===== src/mcr_pkg.sv =====
// mmu control register set: shared constants and types
// assumes a 32-bit privileged register port on the cpu core side
// Notes on behaviour
// - fault loads page number from upper 22 bits
// - space identifier changes only by software write
// - low entry holds page data, software only
// - card area uses assist bits when untranslated
// - translation base is plain software storage
// - fault captures full address; software may write
// - instruction buffer use updates lru bits
// - miss victim chosen from lru bits
// - lru cleared at reset; software avoids prohibited
// - replacement counter picks load-entry victim
// - counter steps on buffer access, not load
// - nonzero boundary wraps counter to zero
// - counter above boundary runs to 3f first
// - store-queue protect blocks user access when set
// - mode bit selects single or multiple space
// - invalidate write clears valid bits; reads zero
// - enable bit gates translation and its exceptions
package mcr_pkg;
	// ------------------------------------------------------------
	// register offsets
	// ------------------------------------------------------------
	localparam logic [31:0] MCR_OFF_PEH  = 32'hff00_0000;
	localparam logic [31:0] MCR_OFF_PEL  = 32'hff00_0004;
	localparam logic [31:0] MCR_OFF_TB   = 32'hff00_0008;
	localparam logic [31:0] MCR_OFF_FA   = 32'hff00_000c;
	localparam logic [31:0] MCR_OFF_CTL  = 32'hff00_0010;
	localparam logic [31:0] MCR_OFF_PEA  = 32'hff00_0034;
	// ------------------------------------------------------------
	// field layout
	// ------------------------------------------------------------
	localparam int MCR_VPN_LSB  = 10;
	localparam int MCR_ADDRESS_SPACE_IDENTIFIER_W   = 8;
	localparam int MCR_LRU_LSB  = 26;
	localparam int MCR_URB_LSB  = 18;
	localparam int MCR_URC_LSB  = 10;
	localparam int MCR_STORE_QUEUE_PROTECT_BIT = 9;
	localparam int MCR_SV_BIT   = 8;
	localparam int MCR_TI_BIT   = 2;
	localparam int MCR_AT_BIT   = 0;
	localparam int MCR_SA_LSB   = 0;
	localparam int MCR_TC_BIT   = 3;
	localparam logic [5:0]  MCR_CNT_MAX = 6'h3f;
	localparam logic [5:0]  MCR_ZERO6   = 6'h00;
	localparam logic [31:0] MCR_ZERO32  = 32'h0000_0000;
	// ------------------------------------------------------------
	// state
	// ------------------------------------------------------------
	typedef struct packed {
		logic [1:0]  rst_sync;
		logic [31:0] peh;
		logic [31:0] pel;
		logic [31:0] tb;
		logic [31:0] fa;
		logic [31:0] pea;
		logic [5:0]  lru;
		logic [5:0]  replace_boundary;
		logic [5:0]  replace_counter;
		logic        store_queue_protect;
		logic        sv;
		logic        at;
		logic        inval;
		logic [31:0] rdata;
	} mcr_state_t;
endpackage


===== src/mcr_top.sv =====
// mmu control register set top
// assumes single-cycle register strobes from the cpu core
`timescale 1ns/1ps
module mcr_top (
	input  wire logic        i_clk,
	input  wire logic        i_arst_n,
	input  wire logic        i_reg_wr,
	input  wire logic        i_reg_rd,
	input  wire logic [31:0] i_reg_addr,
	input  wire logic [31:0] i_reg_wdata,
	output logic      [31:0] o_reg_rdata,
	input  wire logic        i_fault,
	input  wire logic [31:0] i_fault_addr,
	input  wire logic        i_instruction_translation_buffer_use,
	input  wire logic [1:0]  i_instruction_translation_buffer_use_idx,
	output logic      [1:0]  o_instruction_translation_buffer_victim,
	input  wire logic        i_unified_translation_buffer_access,
	input  wire logic        i_load_entry,
	output logic      [5:0]  o_replace_index,
	output logic             o_invalidate_all,
	output logic             o_translation_enable,
	output logic             o_single_space_mode,
	output logic             o_store_queue_protect,
	input  wire logic        i_sq_access,
	input  wire logic        i_user_mode,
	output logic             o_sq_addr_error,
	output logic      [2:0]  o_card_space_attribute,
	output logic             o_card_timing_select,
	output logic      [31:0] o_page_entry_high,
	output logic      [31:0] o_page_entry_low,
	output logic      [31:0] o_page_entry_assist
);
	// ------------------------------------------------------------
	// helpers
	// ------------------------------------------------------------
	function automatic logic hit(input logic [31:0] a, input logic [31:0] off);
		hit = (a == off);
	endfunction

	function automatic logic [5:0] lru_upd(input logic [5:0] l, input logic [1:0] e);
		logic [5:0] n;
		n = l;
		case (e)
			2'h0: begin
				n[5] = 1'b0; n[4] = 1'b0; n[3] = 1'b0;
			end
			2'h1: begin
				n[5] = 1'b1; n[2] = 1'b0; n[1] = 1'b0;
			end
			2'h2: begin
				n[4] = 1'b1; n[2] = 1'b1; n[0] = 1'b0;
			end
			default: begin
				n[3] = 1'b1; n[1] = 1'b1; n[0] = 1'b1;
			end
		endcase
		lru_upd = n;
	endfunction

	mcr_pkg::mcr_state_t s_reg;
	mcr_pkg::mcr_state_t s_next;
	logic rst_n;
	logic [5:0] urc_inc;
	logic [31:0] ctl_rd;

	assign rst_n = s_reg.rst_sync[1];

	// ------------------------------------------------------------
	// next state
	// ------------------------------------------------------------
	always_comb begin
		s_next = s_reg;
		s_next.rst_sync = {s_reg.rst_sync[0], 1'b1};
		s_next.inval = 1'b0;
		ctl_rd = mcr_pkg::MCR_ZERO32;
		ctl_rd[mcr_pkg::MCR_LRU_LSB +: 6] = s_reg.lru;
		ctl_rd[mcr_pkg::MCR_URB_LSB +: 6] = s_reg.replace_boundary;
		ctl_rd[mcr_pkg::MCR_URC_LSB +: 6] = s_reg.replace_counter;
		ctl_rd[mcr_pkg::MCR_STORE_QUEUE_PROTECT_BIT] = s_reg.store_queue_protect;
		ctl_rd[mcr_pkg::MCR_SV_BIT] = s_reg.sv;
		ctl_rd[mcr_pkg::MCR_AT_BIT] = s_reg.at;
		// counter step with boundary handling
		urc_inc = s_reg.replace_counter + 6'h01;
		if (s_reg.replace_boundary != mcr_pkg::MCR_ZERO6 && urc_inc == s_reg.replace_boundary) begin
			urc_inc = mcr_pkg::MCR_ZERO6;
		end
		if (i_unified_translation_buffer_access && !i_load_entry) begin
			s_next.replace_counter = urc_inc;
		end
		if (i_instruction_translation_buffer_use) begin
			s_next.lru = lru_upd(s_reg.lru, i_instruction_translation_buffer_use_idx);
		end
		if (i_fault) begin
			s_next.fa = i_fault_addr;
			s_next.peh[31:mcr_pkg::MCR_VPN_LSB] = i_fault_addr[31:mcr_pkg::MCR_VPN_LSB];
		end
		if (i_reg_wr) begin
			if (hit(i_reg_addr, mcr_pkg::MCR_OFF_PEH)) begin
				s_next.peh = i_reg_wdata;
			end
			if (hit(i_reg_addr, mcr_pkg::MCR_OFF_PEL)) begin
				s_next.pel = i_reg_wdata;
			end
			if (hit(i_reg_addr, mcr_pkg::MCR_OFF_TB)) begin
				s_next.tb = i_reg_wdata;
			end
			if (hit(i_reg_addr, mcr_pkg::MCR_OFF_FA)) begin
				s_next.fa = i_reg_wdata;
			end
			if (hit(i_reg_addr, mcr_pkg::MCR_OFF_PEA)) begin
				s_next.pea = i_reg_wdata;
			end
			if (hit(i_reg_addr, mcr_pkg::MCR_OFF_CTL)) begin
				s_next.lru = i_reg_wdata[mcr_pkg::MCR_LRU_LSB +: 6];
				s_next.replace_boundary = i_reg_wdata[mcr_pkg::MCR_URB_LSB +: 6];
				s_next.replace_counter = i_reg_wdata[mcr_pkg::MCR_URC_LSB +: 6];
				s_next.store_queue_protect = i_reg_wdata[mcr_pkg::MCR_STORE_QUEUE_PROTECT_BIT];
				s_next.sv = i_reg_wdata[mcr_pkg::MCR_SV_BIT];
				s_next.at = i_reg_wdata[mcr_pkg::MCR_AT_BIT];
				s_next.inval = i_reg_wdata[mcr_pkg::MCR_TI_BIT];
			end
		end
		s_next.rdata = mcr_pkg::MCR_ZERO32;
		if (i_reg_rd) begin
			if (hit(i_reg_addr, mcr_pkg::MCR_OFF_PEH)) begin
				s_next.rdata = s_reg.peh;
			end else if (hit(i_reg_addr, mcr_pkg::MCR_OFF_PEL)) begin
				s_next.rdata = s_reg.pel;
			end else if (hit(i_reg_addr, mcr_pkg::MCR_OFF_TB)) begin
				s_next.rdata = s_reg.tb;
			end else if (hit(i_reg_addr, mcr_pkg::MCR_OFF_FA)) begin
				s_next.rdata = s_reg.fa;
			end else if (hit(i_reg_addr, mcr_pkg::MCR_OFF_CTL)) begin
				s_next.rdata = ctl_rd;
			end else if (hit(i_reg_addr, mcr_pkg::MCR_OFF_PEA)) begin
				s_next.rdata = s_reg.pea;
			end
		end
		// state stays clear until the release copy has settled
		if (!rst_n) begin
			s_next = '0;
			s_next.rst_sync = {s_reg.rst_sync[0], 1'b1};
		end
	end

	// ------------------------------------------------------------
	// state register
	// ------------------------------------------------------------
	always_ff @(posedge i_clk or negedge i_arst_n) begin
		if (!i_arst_n) begin
			s_reg <= '0;
		end else begin
			s_reg <= s_next;
		end
	end

	// ------------------------------------------------------------
	// outputs
	// ------------------------------------------------------------
	always_comb begin
		if (s_reg.lru[5] && s_reg.lru[4] && s_reg.lru[3]) begin
			o_instruction_translation_buffer_victim = 2'h0;
		end else if (!s_reg.lru[5] && s_reg.lru[2] && s_reg.lru[1]) begin
			o_instruction_translation_buffer_victim = 2'h1;
		end else if (!s_reg.lru[4] && !s_reg.lru[2] && s_reg.lru[0]) begin
			o_instruction_translation_buffer_victim = 2'h2;
		end else begin
			o_instruction_translation_buffer_victim = 2'h3;
		end
	end

	assign o_reg_rdata           = s_reg.rdata;
	assign o_replace_index       = s_reg.replace_counter;
	assign o_invalidate_all      = s_reg.inval;
	assign o_translation_enable  = s_reg.at;
	assign o_single_space_mode   = s_reg.sv;
	assign o_store_queue_protect = s_reg.store_queue_protect;
	assign o_sq_addr_error       = i_sq_access && i_user_mode && s_reg.store_queue_protect;
	assign o_card_space_attribute = s_reg.pea[mcr_pkg::MCR_SA_LSB +: 3];
	assign o_card_timing_select  = s_reg.pea[mcr_pkg::MCR_TC_BIT];
	assign o_page_entry_high     = s_reg.peh;
	assign o_page_entry_low      = s_reg.pel;
	assign o_page_entry_assist   = s_reg.pea;
endmodule // mcr_top


===== config.mk =====
export PLATFORM = sky130hd
export DESIGN_NAME = mcr_top
export DESIGN_NICKNAME = d
export VERILOG_FILES = /design/src/mcr_pkg.sv /design/src/mcr_top.sv
export SDC_FILE = /design/constraint.sdc
export NUM_CORES = 1
export LEC_CHECK = 0
export BUFFER_PORTS_ARGS = -buffer_cell sky130_fd_sc_hd__clkbuf_2
export CAP_MARGIN = 20
export CORE_MARGIN = 4
export CORE_UTILIZATION = 56
export DETAILED_ROUTE_END_ITERATION = 12
export HOLD_SLACK_MARGIN = 0.03
export PLACE_DENSITY = 0.88
export SETUP_SLACK_MARGIN = 0.15
export SYNTH_ARGS = -nofsm -noshare
export SYNTH_HDL_FRONTEND = slang
export SYNTH_SLANG_ARGS = --single-unit

===== constraint.sdc =====
create_clock -name i_clk -period 2.8 [get_ports i_clk]
set_clock_uncertainty 0.2 [all_clocks]
set_input_delay 0.28 -clock i_clk [delete_from_list [all_inputs] [get_ports i_clk]]
set_output_delay 0.28 -clock i_clk [all_outputs]
set_load 0.01 [all_outputs]

==> Yosys cells after proc, flatten, opt, wreduce, memory -nomap -nowiden <==
Index checks and enable logic that the tools add are counted.
W data, S select, Z words.
{ "totals": {"regBits": 216, "input_bits": 108, "word_cells": 84, "output_inout_bits": 145} }
{ "op_classes": {"mux": 29, "eq_ne": 15, "n_addsub": 1, "reduce_logical": 24} }
{ "op_table": {"columns": ["cell", "n"], "rows": [
  ["$mux W32", 13],
  ["$mux W214", 1],
  ["$eq A32 B32 Y1 const B", 6],
  ["$mux W182", 1],
  ["$mux W22", 2],
  ["$mux W6", 3],
  ["$pmux W1 S2", 6],
  ["$logic_and A1 B1 Y1", 10],
  ["$ne A2 B1 Y1 const B", 5],
  ["$reduce_and A2 Y1", 5],
  ["$add A6 B1 Y6 const B", 1],
  ["$eq A6 B6 Y1", 1],
  ["$reduce_bool A6 Y1", 1],
  ["$reduce_or A2 Y1", 3],
  ["$logic_not A1 Y1", 4],
  ["$mux W2", 2],
  ["$eq A2 B1 Y1 const B", 1],
  ["$eq A2 B2 Y1 const B", 1],
  ["$logic_not A2 Y1", 1],
  ["$ne A2 B2 Y1 const B", 1],
  ["$mux W1", 1]
]} }

==> Depth between registers and ports, before layout <==
Gate-level depths: netlist of run 1.
{ "logic_depth": {"depth_word": 9, "depth_mapped": 8, "mapped_depth_nobuf": 7} }

==> Worst setup path before layout of run 1 <==
OpenSTA, ideal clock, no wires.
{ "synth_timing": {"kind": "in2reg", "from": "input i_reg_addr[31]", "to": "register s_reg[119] (netlist bit)", "path_slack_ns": 0.496, "setup_ns": 0.120, "n_path_buf": 2, "arrival_time_ns": 1.983, "cell_stages": 8, "t_required_ns": 2.480, "path_cell_list": "nand4_1 or4_4 or3_4 or3_1 buf_2 buf_6 nand2_1 a21boi_1"} }
{ "synth_between": {"elab_chain_len": 3} }
{ "synth_lines": {"columns": ["element", "line", "text"], "rows": [
  ["start: declaration", "mcr_top.sv:9", "input wire logic [31:0] i_reg_addr,"],
  ["$eq A32 B32 Y1", "mcr_top.sv:37", "hit = (a == off);"],
  ["$ne A2 B1 Y1 (no line)", null, null],
  ["$reduce_and A2 Y1 (no line)", null, null],
  ["end signal: assignment", "mcr_top.sv:153", "s_reg <= s_next;"],
  ["end: declaration", "mcr_top.sv:60", "mcr_pkg::mcr_state_t s_reg;"]
]} }
No other way between the ends.
A chain may end at the register's enable or synchronous reset.

==> results.md, run 1 <==
* Core Util, Final at 67.7%
* Hold Path End: o_reg_rdata[28]
* Final hold viol count at 0
* Register area share after synthesis at 45.2%
* Final wirelength at 38000 um
* Sw Pwr at 1.69 mW
* Data arrival time of the critical path at 2.60 ns
* Reg power frac at 44.5%
* Unrepaired setup endpoints after global routing: no
* Syn_area_per_cell at 9.37 um2
* CTS tree: done
* Initial Util at 56.9%
* GPL Wtd Cong at 0.884
* Die area at 0.0238 mm2
* GRT Resource Usage Total at 31.5%
* Dpl hpwl at 24200 um
* Max incr delay on CP at 0.48 ns
* P_int at 5.55 mW
* Area grow syn2layout at 19.0%
* Clock sinks at 216
* CP cell instances: ha_1 -> xnor2_1 -> xnor2_1 -> nor4_2 -> nand3_1 -> o21ai_0 -> a21oi_1
* Longest Clk Path Bufs at 3
* Hold slack at 0.0971 ns
* Final min period at 2.43 ns
* Ant. Diodes at 0
* Vias per inst at 6.08
* Worst-path fanout max at 7
* Max Cap Violations at 0
* Vias in the first global route at 10858
* Reg2Reg Depth at 7
* Clk_lat worst skew at 0.51 ns
* Port Buffers at 252
* Die width at 154 um
* Worst-margin pin slew at 0.709 ns
* Final Cycle Share at 86.7%
* Global-route wire length before repair at 60000 um
* DRC viols at 0
* CTS buffer count at 24
* Area leader, netlist: dfrtp_1
* Synth Instances at 1276
* Fmax at 0.412 GHz
* Nets at 1554
* Via Count at 10549
* Final Power at 7.24 mW
* Synthesized cell area at 0.0120 mm2
* Worst hold path depth at 4
* Gr ovfl total at 0
* Syn_nets at 1387
* Die Y at 154 um
* 1st-iter DRT viols at 1047
* Power share of the combinational group at 9.2%
* Initial antenna violation count at 0
* Clock Pin Slew Worst Setup and Hold Paths at 0.06 ns
* Leak at 7.16 nW
* Crit path kind: flop to flop
* R2R setup slack at 0.37 ns
* Iteration count of the initial detailed-routing pass at 5
* Post-synthesis cell type count at 49
* Share of cells above drive strength 1 at 26.0%
* Slew margin rel. at 52.7%
* Pwr dens at 509 mW/mm2
* Area contributors post-synth: dfrtp_1 45%, nand2_1 10%, buf_4 8.6%, mux2i_1 5.4%, o211a_1 4.9%
* Layout fillers at 1494
* FF+latch count, synth at 216
* Max IR drop VDD at 0.390 mV
* Asr flop ratio synth at 100%
* Yosys Warn Count at 0
* Worst Setup End Kind: flop
* Final ANT Viol Nets at 0
* H-tree Lvls at 1
* Setup Buffers After CTS at 0
* Status: finished, final reports clean
* CP max-delay cell: dfrtp_1
* Hold Path Class: input pin to flop
* CP required at 2.97 ns
* Post-synth top area share at 45.2%
* Placeable Area at 0.0210 mm2
* R2R Path Start: o_replace_index[0]
* R2R Path End: o_replace_index[5]
* Setup-failing EPs final at 0
* Routed wire per std cell at 21.9 um
* Largest net degree at the start of global routing at 133
* Startpoint of the worst hold path: i_reg_rd
* Top-level I/O count at 253
* Net Sw Frac at 23.4%
* EDFF count, synth at 0
* Largest register FFs at 65
* Most used cell, CP: xnor2_1
* Cell Rows at 53
* Setup TNS at 0 ns
* Main flop type after synthesis: dfrtp_1
* Clk pwr share at 46.2%
* Count of pins over their slew limit at 0
* Startpoint Class: flop
* Clk root buf: clkbuf_16
## area by class of cell
| type | instances | area (um2) | area share [%] |
|---|---|---|---|
| clock inverters | 7 | 87.6 | 0.615 |
| well taps | 275 | 344 | 2.42 |
| flip-flops and latches | 216 | 5410 | 38.0 |
| repair buffers | 369 | 2430 | 17.1 |
| inverters | 6 | 22.5 | 0.158 |
| clock buffers | 37 | 771 | 5.41 |
| multi-input cells | 826 | 5170 | 36.3 |
## cell families (layout without fill, tap and decap cells)
group / after synthesis / after routing / share of synthesized area (%)
compound gates: 311 / 311 / 19.4
xor+xnor: 11 / 11 / 0.806
fa+ha+maj: 3 / 3 / 0.314
buf+inv: 234 / 419 / 12.0
flops: 216 / 216 / 45.2
mux: 87 / 87 / 7.61
other cells: 1 / 1 / 0.0314
simple gates: 413 / 413 / 14.7
## cells in the final DEF (no fill, tap or decap), types with 3 or more instances in the layout
cell,n
nand2_1,323
mux2_2,21
xor2_1,4
and3_1,4
mux2i_1,65
nand2b_1,3
nand3_2,3
inv_1,6
clkbuf_8,10
ha_1,3
nor4_1,5
dfrtp_1,215
o211a_1,59
dlygate4sd3_1,71
clkinv_2,4
o21ai_0,29
clkbuf_2,249
nor4_2,3
a22oi_1,21
a21boi_0,74
a21oi_1,35
nand4_1,3
a21boi_1,42
buf_4,39
a2111oi_0,12
nor2_1,20
nand3_1,7
o21ai_1,3
o22ai_1,20
nor2b_1,22
xnor2_1,7
clkbuf_16,25
buf_12,8
a221oi_1,11
## per-layer routing
| metal | routed length [um] | track usage (%) | vias to the layer above |
|---|---|---|---|
| met5 | 0 | 0 | - |
| met4 | 2030 | 16.1 | 0 |
| met3 | 3980 | 6.50 | 153 |
| met2 | 17900 | 50.2 | 727 |
| met1 | 14100 | 40.7 | 5085 |
| li1 | - | - | 4584 |
## worst max-delay path, delay by kind of cell (launching register included)
kind                     cells  cell delay (ns)
flip-flops                   1             0.48
adder cells (fa/ha/maj)      1             0.29
XOR/XNOR                     2             0.28
AND/OR/NAND/NOR              2             0.69
AO/OA/AOI/OAI                2             0.35
## power by group through the flow
| stage | clock (mW) | combinational [mW] | sequential, mW |
|---|---|---|---|
| CTS | 3.37 | 0.655 | 3.22 |
| global route | 3.52 | 0.723 | 3.23 |
| detailed placement | 0 | 0.573 | 3.28 |
| floorplan | 0 | 0.315 | 3.25 |
| global placement | 0 | 0.558 | 3.27 |
| finish | 3.35 | 0.668 | 3.22 |
## Yosys cell counts, types with 2 or more instances
master	instances
and3_1	5
nor2_1	21
nand2_1	323
nand4_1	3
or3_1	2
buf_2	13
nor3_1	3
clkbuf_1	74
a21oi_1	35
a221oi_1	11
nand2b_1	3
xnor2_1	7
buf_4	137
o211a_1	59
mux2i_1	65
o21ai_1	3
inv_1	6
xor2_1	4
nor3_2	2
nor4_1	8
a31oi_1	2
buf_6	3
nand3_1	10
nor2b_1	22
mux2_2	21
a22oi_1	21
a21boi_1	42
o311ai_0	2
a2111oi_0	12
dfrtp_1	216
o22ai_1	20
a21boi_0	74
o21ai_0	29
ha_1	3
## metrics by stage
stage	instance area (um2)	worst slack, ns	cells
6_report	14200	0.372	1736
5_1_grt	14200	0.251	1736
3_5_place_dp	12700	0.210	1621
2_1_floorplan	12000	0.496	1276
3_3_place_gp	12700	0.282	1621
4_1_cts	14200	0.293	1736
## timing repair
action,CTS,global route
setup endpoints to repair,0,3
resized for setup,0,1
endpoints found under the hold margin,342,0
hold buffers,71,0
## worst max-delay path by stage
stage	start	endpoint	cells past startpoint
after floorplan	i_reg_addr[31]	s_reg[119]	8
after global placement	i_reg_addr[7]	s_reg[118]	8
after detailed placement	i_reg_addr[12]	s_reg[147]	8
after CTS	o_replace_index[0]	o_replace_index[5]	7
after global routing	o_replace_index[0]	o_replace_index[5]	7
final	o_replace_index[0]	o_replace_index[5]	7
(Power assumes the default switching activity.)
==> inputs of run 2 (changes only) <==
CELL_PAD_IN_SITES_DETAIL_PLACEMENT = 1   (was unset)
CELL_PAD_IN_SITES_GLOBAL_PLACEMENT = 1   (was unset)
CORE_UTILIZATION = 42   (was 56)
PLACE_DENSITY = 0.87   (was 0.88)
==> run 2 against run 1 <==
  * Hold slack got worse by 0.0087 ns
  * Count of clock-buffer cells in the layout increased by 1
  * Total power fell by 0.31%
  * Core utilization decreased by 16 points
  * Critical path depth unchanged
  * Critical path type is now input pin to flop
  * First-iteration DRC count down 22%
  * Non-clock buffer count rose by 6
  * Sequential share of layout area down 0.57 points
  * Cell count increased by 6.4%
  * Cell area rose by 1.5%
  * Via count grew 0.64%
  * Global-route usage down 3.9 points
==> results.md, run 2 (same netlist as run 1, synthesis figures left out) <==
* Final Cycle Share at 94.0% (was 86.7%)
* Placeable Area at 0.0279 mm2 (was 0.0210 mm2)
* Largest net degree at the start of global routing at 100 (was 133)
* Hold Path End: o_invalidate_all (was o_reg_rdata[28])
* Top delay family on crit path: compound AO/OA/AOI/OAI gates (was simple AND/OR/NAND/NOR gates)
* Final min period at 2.63 ns (was 2.43 ns)
* GRT Resource Usage Total at 27.5% (was 31.5%)
* Die width at 177 um (was 154 um)
* Data arrival time of the critical path at 2.78 ns (was 2.60 ns)
* Area grow syn2layout at 20.8% (was 19.0%)
* Crit path kind: input pin to flop (was flop to flop)
* Port Buffers at 252 (unchanged)
* R2R Path End: o_replace_index[2] (was o_replace_index[5])
* Worst-margin pin slew at 0.709 ns (about the same)
* Setup-failing EPs final at 0 (unchanged)
* Post-route insts no fill at 1847 (was 1736)
* Die area at 0.0312 mm2 (was 0.0238 mm2)
* H-tree Lvls at 1 (unchanged)
* R2R Path Start: o_replace_index[0] (unchanged)
* Pwr dens at 499 mW/mm2 (was 509 mW/mm2)
* CP cell instances: dlygate4sd3_1 -> clkbuf_2 -> or4_1 -> a21oi_1 -> buf_12 -> a221oi_1 -> a2111oi_0 (was ha_1 -> xnor2_1 -> xnor2_1 -> nor4_2 -> nand3_1 -> o21ai_0 -> a21oi_1)
* Clock Pin Slew Worst Setup and Hold Paths at 0.06 ns (about the same)
* CTS tree: done (unchanged)
* Reg2Reg Depth at 7 (unchanged)
* GPL Wtd Cong at 0.859 (was 0.884)
* Initial antenna violation count at 2 (was 0)
* Worst hold path depth at 4 (unchanged)
* Clk root buf: clkbuf_16 (unchanged)
* Status: finished, final reports clean (unchanged)
* 1st-iter DRT viols at 813 (was 1047)
* Layout fillers at 3182 (was 1494)
* Leak at 7.19 nW (was 7.16 nW)
* Gr ovfl total at 0 (unchanged)
* Leading cell type in the layout, fill and taps excluded: nand2_1 (unchanged)
* R2R setup slack at 0.32 ns (was 0.37 ns)
* Max IR drop VDD at 0.430 mV (was 0.390 mV)
* Dpl hpwl at 28700 um (was 24200 um)
* CP Buf/Inv Count at 3 (was 0)
* Routed wire per std cell at 23.7 um (was 21.9 um)
* Vias in the first global route at 11605 (was 10858)
* Unrepaired setup endpoints after global routing: no (unchanged)
* Count of pins over their slew limit at 0 (unchanged)
* Worst-path fanout max at 11 (was 7)
* Leading cell types in the layout, fill and taps excluded: 322 x nand2_1, 249 x clkbuf_2, 215 x dfrtp_1 (was 323 x nand2_1, 249 x clkbuf_2, 215 x dfrtp_1)
* Slew margin rel. at 51.5% (was 52.7%)
* Longest Clk Path Bufs at 3 (unchanged)
* Final hold viol count at 0 (unchanged)
* Clock sinks at 216 (unchanged)
* Final wirelength at 43700 um (was 38000 um)
* Cell count after placement at 1725 (was 1621)
* DRC viols at 0 (unchanged)
* Worst Setup End Kind: flop (unchanged)
* Iteration count of the initial detailed-routing pass at 5 (unchanged)
* Via Count at 10616 (was 10549)
* Largest register FFs at 65 (unchanged)
* Core Util, Final at 51.7% (was 67.7%)
* Worst slack at placement at -0.0172 ns (was 0.210 ns)
* Clk_lat worst skew at 0.52 ns (was 0.51 ns)
* Max Cap Violations at 0 (unchanged)
* Nets at 1561 (was 1554)
* Die Y at 177 um (was 154 um)
* Max incr delay on CP at 0.64 ns (was 0.48 ns)
* Vias per inst at 5.75 (was 6.08)
* Startpoint of the worst hold path: i_reg_addr[1] (was i_reg_rd)
* Initial Util at 42.8% (was 56.9%)
* Final worst-path setup slack at 0.167 ns (was 0.372 ns)
* Ant. Diodes at 0 (unchanged)
* Startpoint Class: input pin (was flop)
* Hold Path Class: input pin to flop (unchanged)
* Fmax at 0.380 GHz (was 0.412 GHz)
* Top-level I/O count at 253 (unchanged)
* CP required at 2.95 ns (was 2.97 ns)
* Final ANT Viol Nets at 0 (unchanged)
* Share of cells above drive strength 1 at 26.1% (was 26.0%)
* CTS buffer count at 25 (was 24)
* Global-route wire length before repair at 67800 um (was 60000 um)
* Cell Rows at 61 (was 53)
* CP max-delay cell: a2111oi_0 (was dfrtp_1)
## run 2: final cells by class
type                       count  area (um2)  share of cell area (%)
sequential                   216        5410                    37.4
multi-input combinational    826        5190                    35.9
timing repair buffer         375        2530                    17.5
clock buffer                  38         754                    5.22
tap                          378         473                    3.27
clock inverter                 8        75.1                   0.520
inverter                       6        22.5                   0.156
## run 2: per-stage QoR
stage	TNS (ns)	power, mW	area, um2	hold WS, ns
5_1_grt	0	7.45	14500	0.0898
3_5_place_dp	-0.0324	3.87	12800	0.140
3_3_place_gp	0	3.85	12800	0.132
6_report	0	7.22	14500	0.0884
4_1_cts	0	7.26	14400	0.0717
2_1_floorplan	0	3.57	12000	-0.216
## run 2: tightest hold or removal path, delay by kind of cell
family	cells	cell delay, ns
buffers and inverters	1	0.14
AND/OR/NAND/NOR	3	0.35
## run 2: timing repair
item                       4_1_cts  5_1_grt
hold buffers                    76        0
gates resized for setup          0        5
buffers inserted                 0        0
setup endpoints to repair        0       17
hold endpoints to repair       266        0
## run 2: worst max-delay path by stage
stage | cells past startpoint | end | slack, ns | startpoint
global route | 7 | o_reg_rdata[17] | 0.13 | i_reg_addr[4]
floorplan | 8 | s_reg[119] | 0.50 | i_reg_addr[31]
detailed placement | 7 | o_reg_rdata[16] | -0.02 | i_reg_addr[31]
global placement | 7 | o_reg_rdata[16] | 0.06 | i_reg_addr[31]
finish | 7 | o_reg_rdata[17] | 0.17 | i_reg_addr[4]
CTS | 7 | o_replace_index[2] | 0.19 | o_replace_index[0]
## run 2: layer usage
layer  GRT usage [%]  part of all wire, %
met5               0                0.043
met3            5.23                  6.6
met4            9.09                  3.3
met2            47.6                   49
met1            34.8                   41
## run 2: power by group
| part | switching [mW] | leakage, nW | internal (mW) | total [mW] |
|---|---|---|---|---|
| registers | 0.0481 | 2.97 | 3.17 | 3.22 |
| logic | 0.389 | 3.81 | 0.312 | 0.701 |
| clock network | 1.35 | 0.410 | 1.95 | 3.30 |
